===== config.mk =====
export PLATFORM = sky130hd
export DESIGN_NAME = irq_mask_flag_regs
export DESIGN_NICKNAME = d
export VERILOG_FILES = /design/src/hw/irq_regs_pkg.sv /design/src/hw/pin_sync.sv /design/src/hw/irq_arbiter.sv /design/src/hw/irq_mask_flag_regs.sv
export SDC_FILE = /design/constraint.sdc
export NUM_CORES = 1
export LEC_CHECK = 0
export ABC_CLOCK_PERIOD_IN_PS = 2150
export BUFFER_PORTS_ARGS = -buffer_cell sky130_fd_sc_hd__buf_2
export CORE_UTILIZATION = 35
export CTS_BUF_LIST = sky130_fd_sc_hd__clkbuf_16
export DETAILED_ROUTE_END_ITERATION = 16
export SLEW_MARGIN = 0
export SYNTH_ARGS = -nofsm -noshare
export SYNTH_HDL_FRONTEND = slang
export SYNTH_HIERARCHICAL = 1
export SYNTH_SLANG_ARGS = --single-unit

===== constraint.sdc =====
create_clock -name ref_clk -period 2.15 [get_ports ref_clk]
set_input_delay 0.215 -clock ref_clk [delete_from_list [all_inputs] [get_ports ref_clk]]
set_output_delay 0.215 -clock ref_clk [all_outputs]
set_load 0.005 [all_outputs]

===== src/hw/irq_regs_pkg.sv =====
// Purpose: shared constants for the interrupt enable and flag block
// Assumes: byte-wide registers on a plain strobe port
// Notes: offsets are register indices on the port address

package irq_regs_pkg;

  localparam logic [7:0] ADDR_TIMER_FLAGS = 8'h38;
  localparam logic [7:0] ADDR_TIMER_ENABLES = 8'h39;
  localparam logic [7:0] ADDR_GEN_FLAGS = 8'h3a;
  localparam logic [7:0] ADDR_GEN_ENABLES = 8'h3b;
  localparam logic [7:0] ADDR_MCU_CONTROL = 8'h35;
  localparam logic [7:0] ADDR_CPU_FLAGS = 8'h3f;

  // general enable / flag fields
  localparam int EXT_BIT = 6;
  localparam int PCUP_BIT = 5;
  localparam int PCLO_BIT = 4;
  localparam int PCF_BIT = 5;
  // timer enable / flag fields
  localparam int CMPA_BIT = 6;
  localparam int CMPB_BIT = 5;
  localparam int T1OVF_BIT = 2;
  localparam int T0OVF_BIT = 1;
  // sense select field and global bit
  localparam int SENSE_LO_BIT = 0;
  localparam int SENSE_HI_BIT = 1;
  localparam int GLOBAL_BIT = 7;

  localparam logic [7:0] GEN_EN_MASK = 8'h70;
  localparam logic [7:0] GEN_FLAG_MASK = 8'h60;
  localparam logic [7:0] TMR_MASK = 8'h66;
  localparam logic [7:0] REG_RESET = 8'h00;

  localparam logic [1:0] SENSE_LOW = 2'h0;
  localparam logic [1:0] SENSE_ANY = 2'h1;
  localparam logic [1:0] SENSE_FALL = 2'h2;
  localparam logic [1:0] SENSE_RISE = 2'h3;

  localparam logic [3:0] VEC_NONE = 4'h0;
  localparam logic [3:0] VEC_EXT = 4'h1;
  localparam logic [3:0] VEC_PINCHG = 4'h2;
  localparam logic [3:0] VEC_CMPA = 4'h3;
  localparam logic [3:0] VEC_CMPB = 4'h4;
  localparam logic [3:0] VEC_T1OVF = 4'h5;
  localparam logic [3:0] VEC_T0OVF = 4'h6;

endpackage : irq_regs_pkg


===== src/hw/pin_sync.sv =====
// Purpose: two-stage synchroniser for a bus of pins
// Assumes: pins are asynchronous to ref_clk
// Notes: first stage feeds only the second

`timescale 1ns/1ps

module pin_sync #(
  parameter int WIDTH = 1
) (
  input wire logic ref_clk, // system clock
  input wire logic reset, // async reset, high
  input wire logic [WIDTH-1:0] pin_in, // raw pins
  output logic [WIDTH-1:0] pin_out // synchronised pins
);

  logic [WIDTH-1:0] stage1;

  always_ff @(posedge ref_clk or posedge reset)
  begin
    if (reset)
    begin
      stage1 <= '0;
      pin_out <= '0;
    end
    else
    begin
      stage1 <= pin_in;
      pin_out <= stage1;
    end
  end

endmodule : pin_sync


===== src/hw/irq_arbiter.sv =====
// Purpose: fixed priority pick among pending interrupt requests
// Assumes: request bit 0 is the lowest vector
// Notes: purely combinational

`timescale 1ns/1ps

module irq_arbiter
  import irq_regs_pkg::*;
(
  input wire logic [5:0] req, // pending requests, bit 0 = vector 1
  output logic [3:0] vec // chosen vector, zero if none
);

  always_comb
  begin
    vec = VEC_NONE;
    for (int i = 5; i >= 0; i--)
    begin
      if (req[i])
      begin
        vec = 4'(i + 1);
      end
    end
  end

endmodule : irq_arbiter


===== src/hw/irq_mask_flag_regs.sv =====
// Purpose: interrupt enable and flag registers with vectored request
// Assumes: timer events are one-cycle pulses on ref_clk; pins are async
// Notes: core acknowledges with irq_ack beside the taken vector

`timescale 1ns/1ps

// Functional notes
// - reserved bits of the four registers always read zero
// - external request needs its enable and the global bit
// - sense select picks rising, falling, any change or low level
// - pin activity counts even when the pin is an output
// - external request uses vector 1
// - upper enable covers port B 7..4, port A 7, 6 and 3
// - lower enable covers port B 3..0
// - pins with alternate function never set the pin-change flag
// - both pin-change groups share vector 2
// - external flag sets on a sensed pin event
// - external and pin-change flags clear on vectoring or written one
// - external flag held clear under low-level sensing
// - disabled pin-change group cannot set the flag
// - pin-change flag fed by port B 7..0 and port A 7, 6, 3
// - compare A uses its enable, global bit, vector 3
// - compare B uses its enable, global bit, vector 4
// - timer 1 overflow uses its enable, global bit, vector 5
// - timer 0 overflow uses its enable, global bit, vector 6
// - compare flags set on timer 1 compare matches
// - compare flags clear on vectoring or one cycle after written one
// - compare request needs global bit, enable and flag
// - timer 1 overflow flag set, cleared like compare flags
// - timer 0 overflow flag clears at once on written one
// - lower vector wins among pending requests
module irq_mask_flag_regs
  import irq_regs_pkg::*;
(
  input wire logic ref_clk, // system clock, 200 MHz
  input wire logic reset, // async reset, active high
  input wire logic [7:0] reg_addr, // register address
  input wire logic [7:0] reg_wdata, // write data
  input wire logic reg_wr, // write strobe
  input wire logic reg_rd, // read strobe
  output logic [7:0] reg_rdata, // read data, cycle after strobe
  input wire logic ext_pin, // external interrupt pin level
  input wire logic [7:0] port_b_pins, // port B pin levels
  input wire logic [2:0] port_a_pins, // port A bits 7, 6, 3 as [2:0]
  input wire logic [10:0] alt_func_active, // {pa7,pa6,pa3,pb7..pb0} masks
  input wire logic cmp_a_match, // timer 1 compare A pulse
  input wire logic cmp_b_match, // timer 1 compare B pulse
  input wire logic t1_overflow, // timer 1 overflow pulse
  input wire logic t0_overflow, // timer 0 overflow pulse
  input wire logic irq_ack, // core vectored, pulse
  input wire logic [3:0] irq_ack_vec, // vector being taken
  output logic irq_req, // request to core
  output logic [3:0] irq_vec // vector of request
);

  // ----------------------------------------------------------------
  // registers
  // ----------------------------------------------------------------
  logic [7:0] gen_en, gen_flags, tmr_en, tmr_flags, pend_clr;
  logic [1:0] sense_sel;
  logic global_en;
  logic [3:0] next_vec;
  logic [5:0] req;

  // ----------------------------------------------------------------
  // pin synchronisation and event detection
  // ----------------------------------------------------------------
  logic [11:0] pins_s, pins_d;
  logic ext_s;
  logic [10:0] pc_s;

  pin_sync #(.WIDTH(12)) u_sync (
    .ref_clk(ref_clk),
    .reset(reset),
    .pin_in({ext_pin, port_a_pins, port_b_pins}),
    .pin_out(pins_s)
  );

  // pins are read whatever their direction, so software can drive them
  assign ext_s = pins_s[11];
  assign pc_s = pins_s[10:0];

  always_ff @(posedge ref_clk or posedge reset)
  begin
    if (reset)
    begin
      pins_d <= '0;
    end
    else
    begin
      pins_d <= pins_s;
    end
  end

  logic ext_event, ext_rise, ext_fall, pc_event;
  logic [10:0] pc_change, pc_group_en;
  assign ext_rise = ext_s & ~pins_d[11];
  assign ext_fall = ~ext_s & pins_d[11];

  always_comb
  begin
    case (sense_sel)
      SENSE_ANY: ext_event = ext_rise | ext_fall;
      SENSE_FALL: ext_event = ext_fall;
      SENSE_RISE: ext_event = ext_rise;
      default: ext_event = 1'b0;
    endcase
  end

  assign pc_change = pc_s ^ pins_d[10:0];
  // group enables mask the flag itself, not only the request
  assign pc_group_en = {{7{gen_en[PCUP_BIT]}}, {4{gen_en[PCLO_BIT]}}};
  assign pc_event = |(pc_change & pc_group_en & ~alt_func_active);

  logic ack_ext, ack_pc;
  logic [7:0] ack_tmr;
  assign ack_ext = irq_ack && irq_ack_vec == VEC_EXT;
  assign ack_pc = irq_ack && irq_ack_vec == VEC_PINCHG;

  always_comb
  begin
    ack_tmr = 8'h00;
    ack_tmr[CMPA_BIT] = irq_ack && irq_ack_vec == VEC_CMPA;
    ack_tmr[CMPB_BIT] = irq_ack && irq_ack_vec == VEC_CMPB;
    ack_tmr[T1OVF_BIT] = irq_ack && irq_ack_vec == VEC_T1OVF;
    ack_tmr[T0OVF_BIT] = irq_ack && irq_ack_vec == VEC_T0OVF;
  end

  logic wr_gen_en, wr_gen_flags, wr_tmr_en, wr_tmr_flags;
  assign wr_gen_en = reg_wr && reg_addr == ADDR_GEN_ENABLES;
  assign wr_gen_flags = reg_wr && reg_addr == ADDR_GEN_FLAGS;
  assign wr_tmr_en = reg_wr && reg_addr == ADDR_TIMER_ENABLES;
  assign wr_tmr_flags = reg_wr && reg_addr == ADDR_TIMER_FLAGS;

  // ----------------------------------------------------------------
  // control registers
  // ----------------------------------------------------------------
  always_ff @(posedge ref_clk or posedge reset)
  begin
    if (reset)
    begin
      gen_en <= REG_RESET;
      tmr_en <= REG_RESET;
      sense_sel <= SENSE_LOW;
      global_en <= 1'b0;
    end
    else
    begin
      if (wr_gen_en)
      begin
        gen_en <= reg_wdata & GEN_EN_MASK;
      end
      if (wr_tmr_en)
      begin
        tmr_en <= reg_wdata & TMR_MASK;
      end
      if (reg_wr && reg_addr == ADDR_MCU_CONTROL)
      begin
        sense_sel <= reg_wdata[SENSE_HI_BIT:SENSE_LO_BIT];
      end
      // core clears the global bit on entry; software may set it again
      if (reg_wr && reg_addr == ADDR_CPU_FLAGS)
      begin
        global_en <= reg_wdata[GLOBAL_BIT];
      end
      else if (irq_ack)
      begin
        global_en <= 1'b0;
      end
    end
  end

  // ----------------------------------------------------------------
  // general flags
  // ----------------------------------------------------------------
  always_ff @(posedge ref_clk or posedge reset)
  begin
    if (reset)
    begin
      gen_flags <= REG_RESET;
    end
    else
    begin
      // set wins over clear in the same cycle
      if (sense_sel == SENSE_LOW)
      begin
        gen_flags[EXT_BIT] <= 1'b0;
      end
      else if (ext_event)
      begin
        gen_flags[EXT_BIT] <= 1'b1;
      end
      else if (ack_ext || (wr_gen_flags && reg_wdata[EXT_BIT]))
      begin
        gen_flags[EXT_BIT] <= 1'b0;
      end
      if (pc_event)
      begin
        gen_flags[PCF_BIT] <= 1'b1;
      end
      else if (ack_pc || (wr_gen_flags && reg_wdata[PCF_BIT]))
      begin
        gen_flags[PCF_BIT] <= 1'b0;
      end
    end
  end

  // ----------------------------------------------------------------
  // timer flags
  // ----------------------------------------------------------------
  logic [7:0] tmr_set;
  always_comb
  begin
    tmr_set = 8'h00;
    tmr_set[CMPA_BIT] = cmp_a_match;
    tmr_set[CMPB_BIT] = cmp_b_match;
    tmr_set[T1OVF_BIT] = t1_overflow;
    tmr_set[T0OVF_BIT] = t0_overflow;
  end

  // written ones for compare and timer 1 flags pass a sync stage first
  always_ff @(posedge ref_clk or posedge reset)
  begin
    if (reset)
    begin
      pend_clr <= REG_RESET;
    end
    else
    begin
      pend_clr <= wr_tmr_flags ? (reg_wdata & TMR_MASK & ~(8'h01 << T0OVF_BIT)) : REG_RESET;
    end
  end

  logic [7:0] tmr_clr;
  always_comb
  begin
    tmr_clr = pend_clr | ack_tmr;
    tmr_clr[T0OVF_BIT] = ack_tmr[T0OVF_BIT] | (wr_tmr_flags & reg_wdata[T0OVF_BIT]);
  end

  always_ff @(posedge ref_clk or posedge reset)
  begin
    if (reset)
    begin
      tmr_flags <= REG_RESET;
    end
    else
    begin
      tmr_flags <= (tmr_set | (tmr_flags & ~tmr_clr)) & TMR_MASK;
    end
  end

  // ----------------------------------------------------------------
  // request generation
  // ----------------------------------------------------------------
  always_comb
  begin
    req = '0;
    req[0] = global_en & gen_en[EXT_BIT] & (gen_flags[EXT_BIT] | (sense_sel == SENSE_LOW & ~ext_s));
    req[1] = global_en & (gen_en[PCUP_BIT] | gen_en[PCLO_BIT]) & gen_flags[PCF_BIT];
    req[2] = global_en & tmr_en[CMPA_BIT] & tmr_flags[CMPA_BIT];
    req[3] = global_en & tmr_en[CMPB_BIT] & tmr_flags[CMPB_BIT];
    req[4] = global_en & tmr_en[T1OVF_BIT] & tmr_flags[T1OVF_BIT];
    req[5] = global_en & tmr_en[T0OVF_BIT] & tmr_flags[T0OVF_BIT];
  end

  irq_arbiter u_arb (
    .req(req),
    .vec(next_vec)
  );

  always_ff @(posedge ref_clk or posedge reset)
  begin
    if (reset)
    begin
      irq_req <= 1'b0;
      irq_vec <= VEC_NONE;
    end
    else
    begin
      // dropped during ack so the core never sees a stale vector
      irq_req <= (next_vec != VEC_NONE) && !irq_ack;
      irq_vec <= irq_ack ? VEC_NONE : next_vec;
    end
  end

  // ----------------------------------------------------------------
  // register read
  // ----------------------------------------------------------------
  always_ff @(posedge ref_clk or posedge reset)
  begin
    if (reset)
    begin
      reg_rdata <= 8'h00;
    end
    else if (reg_rd)
    begin
      case (reg_addr)
        ADDR_GEN_ENABLES: reg_rdata <= gen_en & GEN_EN_MASK;
        ADDR_GEN_FLAGS: reg_rdata <= gen_flags & GEN_FLAG_MASK;
        ADDR_TIMER_ENABLES: reg_rdata <= tmr_en & TMR_MASK;
        ADDR_TIMER_FLAGS: reg_rdata <= tmr_flags & TMR_MASK;
        ADDR_MCU_CONTROL: reg_rdata <= {6'h00, sense_sel};
        ADDR_CPU_FLAGS: reg_rdata <= {global_en, 7'h00};
        default: reg_rdata <= 8'h00;
      endcase
    end
    else
    begin
      reg_rdata <= 8'h00;
    end
  end

  // ----------------------------------------------------------------
  // checks
  // ----------------------------------------------------------------
  property p_reserved_zero;
    @(posedge ref_clk) disable iff (reset)
    $past(reg_rd) |-> ((reg_rdata & ~GEN_EN_MASK) == 8'h00 || $past(reg_addr) != ADDR_GEN_ENABLES);
  endproperty
  a_reserved_zero: assert property (p_reserved_zero) else $error("reserved bits read nonzero");
  property p_low_clear;
    @(posedge ref_clk) disable iff (reset)
    (sense_sel == SENSE_LOW) |=> !gen_flags[EXT_BIT];
  endproperty
  a_low_clear: assert property (p_low_clear) else $error("ext flag set in low mode");
  property p_ext_set;
    @(posedge ref_clk) disable iff (reset)
    (ext_event && sense_sel != SENSE_LOW) |=> gen_flags[EXT_BIT];
  endproperty
  a_ext_set: assert property (p_ext_set) else $error("ext flag not set");
  // group split taken from the raw pin order, independent of the enable vector
  property p_pc_masked;
    @(posedge ref_clk) disable iff (reset)
    (!gen_flags[PCF_BIT] && (!gen_en[PCUP_BIT] || pc_s[10:4] == pins_d[10:4])
      && (!gen_en[PCLO_BIT] || pc_s[3:0] == pins_d[3:0])) |=> !gen_flags[PCF_BIT];
  endproperty
  a_pc_masked: assert property (p_pc_masked) else $error("pin-change flag set by masked pin");
  property p_cmp_set;
    @(posedge ref_clk) disable iff (reset)
    cmp_a_match |=> tmr_flags[CMPA_BIT];
  endproperty
  a_cmp_set: assert property (p_cmp_set) else $error("compare A flag not set");
  // a clear already in flight from an earlier write lands one cycle sooner
  property p_cmp_clr_delay;
    @(posedge ref_clk) disable iff (reset)
    (wr_tmr_flags && reg_wdata[CMPA_BIT] && tmr_flags[CMPA_BIT] && !pend_clr[CMPA_BIT] && !irq_ack)
      ##1 (!cmp_a_match && !irq_ack) |-> tmr_flags[CMPA_BIT] ##1 (!tmr_flags[CMPA_BIT] || $past(cmp_a_match));
  endproperty
  a_cmp_clr_delay: assert property (p_cmp_clr_delay) else $error("compare A clear timing wrong");
  property p_t0_clr;
    @(posedge ref_clk) disable iff (reset)
    (wr_tmr_flags && reg_wdata[T0OVF_BIT] && !t0_overflow) |=> !tmr_flags[T0OVF_BIT];
  endproperty
  a_t0_clr: assert property (p_t0_clr) else $error("timer 0 flag not cleared");
  property p_req_global;
    @(posedge ref_clk) disable iff (reset)
    irq_req |-> $past(global_en);
  endproperty
  a_req_global: assert property (p_req_global) else $error("request without global bit");
  property p_priority;
    @(posedge ref_clk) disable iff (reset)
    ($past(req[0]) && !$past(irq_ack)) |-> irq_vec == VEC_EXT;
  endproperty
  a_priority: assert property (p_priority) else $error("external not given priority");

endmodule : irq_mask_flag_regs


==> impl_metrics.yaml <==
global_route:
  grt-ovfl-total: 0
  grt_max_degree: 44
  grt_pass1_wl_um: 8707
  antenna_found_initial: 0
  track_usage_pct: 15.60
  first_global_vias: 1803
timing:
  tightest_slew_ns: 0.5512
  clock.fmax_mhz: 593.5
  fin_tns_setup_ns: 0
  finalCritPeriodShare_pct: 78.37
  setup_viol: 0
  period_needed_ns: 1.685
  report.final.slew_viol_count: 0
  hold_violations: 0
  rsz0062_at_grt: "false"
  finalClockSkew_ns: 0.004212
  max_slew_margin_pct: 63.25
  worst_slack_ns: 0.4651
power:
  p_leak_nw: 1.677
  combPwrFrac_pct: 6.4
  peakVddDrop_uv: 508.6
  swShare_pct: 20.42
  power_switching_mw: 0.6560
  power_density_mw_per_mm2: 916.5
  internal-power_mw: 2.556
  clock_power_share_pct: 51.5
  power_frac_seq_pct: 42.1
clocking:
  clk_latency_ns: 0.32
  root_buffer: "clkbuf_16"
  clockBufferDepth: 2
  clkSinkCount: 67
  cts_tree: "yes"
  htreeDepth: 3
  cts_resized: 0
  cts_setup_buffers: 0
  clkTransAtPathRegs_ns: 0.05
  cts-hold-fix-buffers: 13
  numCtsBuffers: 9
drt:
  wl_met1_um: 2288
  drt_first_pass_iters: 4
  viasPerCell: 4.631
  top_layer_used: "met4"
  drt_iter0_drc: 76
  final_antenna_net_count: 0
  drcViolationCount: 0
  wl_met3_um: 321
  wl_met2_um: 2527
  wl_per_cell_um: 13.90
  wirelength_um: 5268
  num_vias: 1755
hold_path:
  min_from: "cmp_a_match"
  holdPathEnd: "tmr_flags[6]"
  hp-class: "in2reg"
  worstHoldPathCells: 2
floorplanning:
  io_pins: 65
  core.rowCount: 31
  die_area_mm2: 0.007766
  chipWidth_um: 88.13
  start_util_pct: 35.99
  fp.dieH_um: 88.13
  core-area_mm2: 0.007214
synth:
  async_reset_ff_share_pct: 100.0
  syn-num-nets: 244
  synthCells: 190
  synth_edf_count: 0
  yosysWarnings: 6
  syn_avg_cell_area_um2: 13.66
  synthFlopType: "dfrtp_1"
  ys_seq_area_share_pct: 64.58
  synth_cell_types: 42
  yosys_register_bits: 67
  syn-cell-area_mm2: 0.002596
critical_path:
  r2r_cells: 5
  cp_cell_sequence: "buf_2 -> nand4bb_4 -> or4_1 -> or3b_4 -> mux2_4"
  critPathRequiredTime_ns: 2.36
  cpPeakStageDelay_ns: 0.55
  reg2reg_slack_ns: 0.62
  rr_startpoint: "global_en"
  criticalPathCategory: "in2reg"
  crit_slowest_cell: "or4_1"
  endpoint_kind: "flop"
  path_max_fanout: 5
  cp-start-kind: "input port"
  r2r_end: "irq_req"
  worstPathArrival_ns: 1.89
cells_and_area:
  n_antenna_cell: 0
  drive_above_1_share_pct: 36.07
  area_growth_pct: 34.99
  fill_cells: 667
  layout.nets: 329
placed_design:
  dp_slack_ns: 0.1289
  io_buffer_count: 62
  dp_hpwl_um: 3681
  gp_congestion: 0.7900
run_status:
  status: "finished, final reports clean"
job:
  cap_violations: 0
==> metrics by stage <==
| step | hold slack, ns | total power [mW] | cells | utilization [%] | instance area (um2) |
|---|---|---|---|---|---|
| floorplan | 0.2296 | 1.469 | 190 | - | 2596 |
| CTS | 0.07363 | 3.253 | 379 | 48.58 | 3505 |
| detailed placement | 0.2924 | 1.563 | 350 | 42.04 | 3033 |
| finish | 0.08150 | 3.212 | 379 | 48.58 | 3505 |
| global placement | 0.2794 | 1.556 | 350 | 42.04 | 3033 |
| global route | 0.08162 | 3.334 | 379 | 48.58 | 3505 |
==> cells by family after synthesis <==
logic type | synth area share, %
buffers and inverters | 2.361
AND/OR/NAND/NOR | 14.36
XOR/XNOR | 3.711
other | 0.2893
adder cells (fa/ha/maj) | 0.9637
AO/OA/AOI/OAI | 6.265
flip-flops | 64.58
multiplexers | 7.470
==> state kept, by name (all words and copies together), names as in the netlist <==
signal,cells
pend_clr,3
u_sync/stage1,12
irq_req,1
reg_rdata,7
u_sync/pin_out,12
tmr_flags,4
irq_vec,4
sense_sel,2
pins_d,12
global_en,1
gen_en,3
tmr_en,4
gen_flags,2
==> critical path, delay by kind of cell <==
family,cells,cell delay (ns)
simple gates,3,1.26
mux,1,0.31
buf+inv,1,0.09
==> cells in the final DEF (no fill, tap or decap), types with 5 or more instances in the layout <==
master         Yosys  layout
clkbuf_16          0       9
nand2_1            7       7
o22ai_1            5       5
dlygate4sd3_1      0      13
and3_1             7       7
nor2b_1            5       5
xnor2_1           11      11
nor2_1             5       5
buf_2              0      62
inv_1              9       8
mux2_2             7       7
nor3_1             8       8
dfrtp_1           67      67
==> worst max-delay path by stage <==
| stage | startpoint | end | slack (ns) | depth (start not counted) |
|---|---|---|---|---|
| finish | reg_addr[6] | tmr_en[6] | 0.47 | 5 |
| global route | reg_addr[6] | tmr_en[2] | 0.43 | 5 |
| CTS | reg_addr[6] | tmr_en[6] | 0.47 | 5 |
| detailed placement | reg_addr[6] | tmr_en[6] | 0.13 | 5 |
| global placement | reg_addr[6] | tmr_en[6] | 0.17 | 5 |
| floorplan | reg_addr[6] | tmr_en[1] | 0.34 | 5 |
==> per-layer routing <==
layer  global-route usage [%]  vias to the layer above
met4                    8.944                        0
met5                        0                        -
li1                         -                      844
met3                    4.053                       14
met1                    19.16                      828
met2                    25.02                       69
==> cell usage after synthesis (2+ instances only) <==
cell type  count  area, um2
dfrtp_1       67       1677
xnor2_1       11      96.34
inv_1          9      33.78
nor3_1         8      40.04
and3_1         7      43.79
mux2_2         7      78.83
nand2_1        7      26.28
nor2_1         5      18.77
nor2b_1        5      31.28
o22ai_1        5      31.28
a31o_2         4      35.03
mux2_4         4      60.06
nand2b_1       4      25.02
nor3b_1        4      30.03
o21ai_0        4      20.02
a21oi_1        3      15.01
nor4b_1        3      26.28
buf_4          2      15.01
clkbuf_1       2      7.510
conb_1         2      7.510
ha_1           2      25.02
mux4_2         2      45.04
nand3b_1       2      15.01
nor4_1         2      12.51
o211a_1        2      20.02
==> power by group through the flow <==
| stage | sequential (mW) | combinational (mW) | clock (mW) |
|---|---|---|---|
| floorplan | 1.36 | 0.106 | 0 |
| global placement | 1.37 | 0.186 | 0 |
| detailed placement | 1.37 | 0.189 | 0 |
| CTS | 1.35 | 0.209 | 1.69 |
| global route | 1.36 | 0.229 | 1.75 |
| finish | 1.35 | 0.205 | 1.66 |
==> area by class of cell <==
class / instances / area (um2) / share of cell area [%]
Clock buffer: 9 / 225.2 / 6.426
Clock inverter: 7 / 116.4 / 3.320
Inverter: 9 / 33.78 / 0.9639
Multi-Input combinational cell: 109 / 858.3 / 24.49
Sequential cell: 67 / 1677 / 47.84
Tap cell: 99 / 123.9 / 3.534
Timing Repair Buffer: 79 / 470.5 / 13.42
Power figures use the tool's default switching activity.
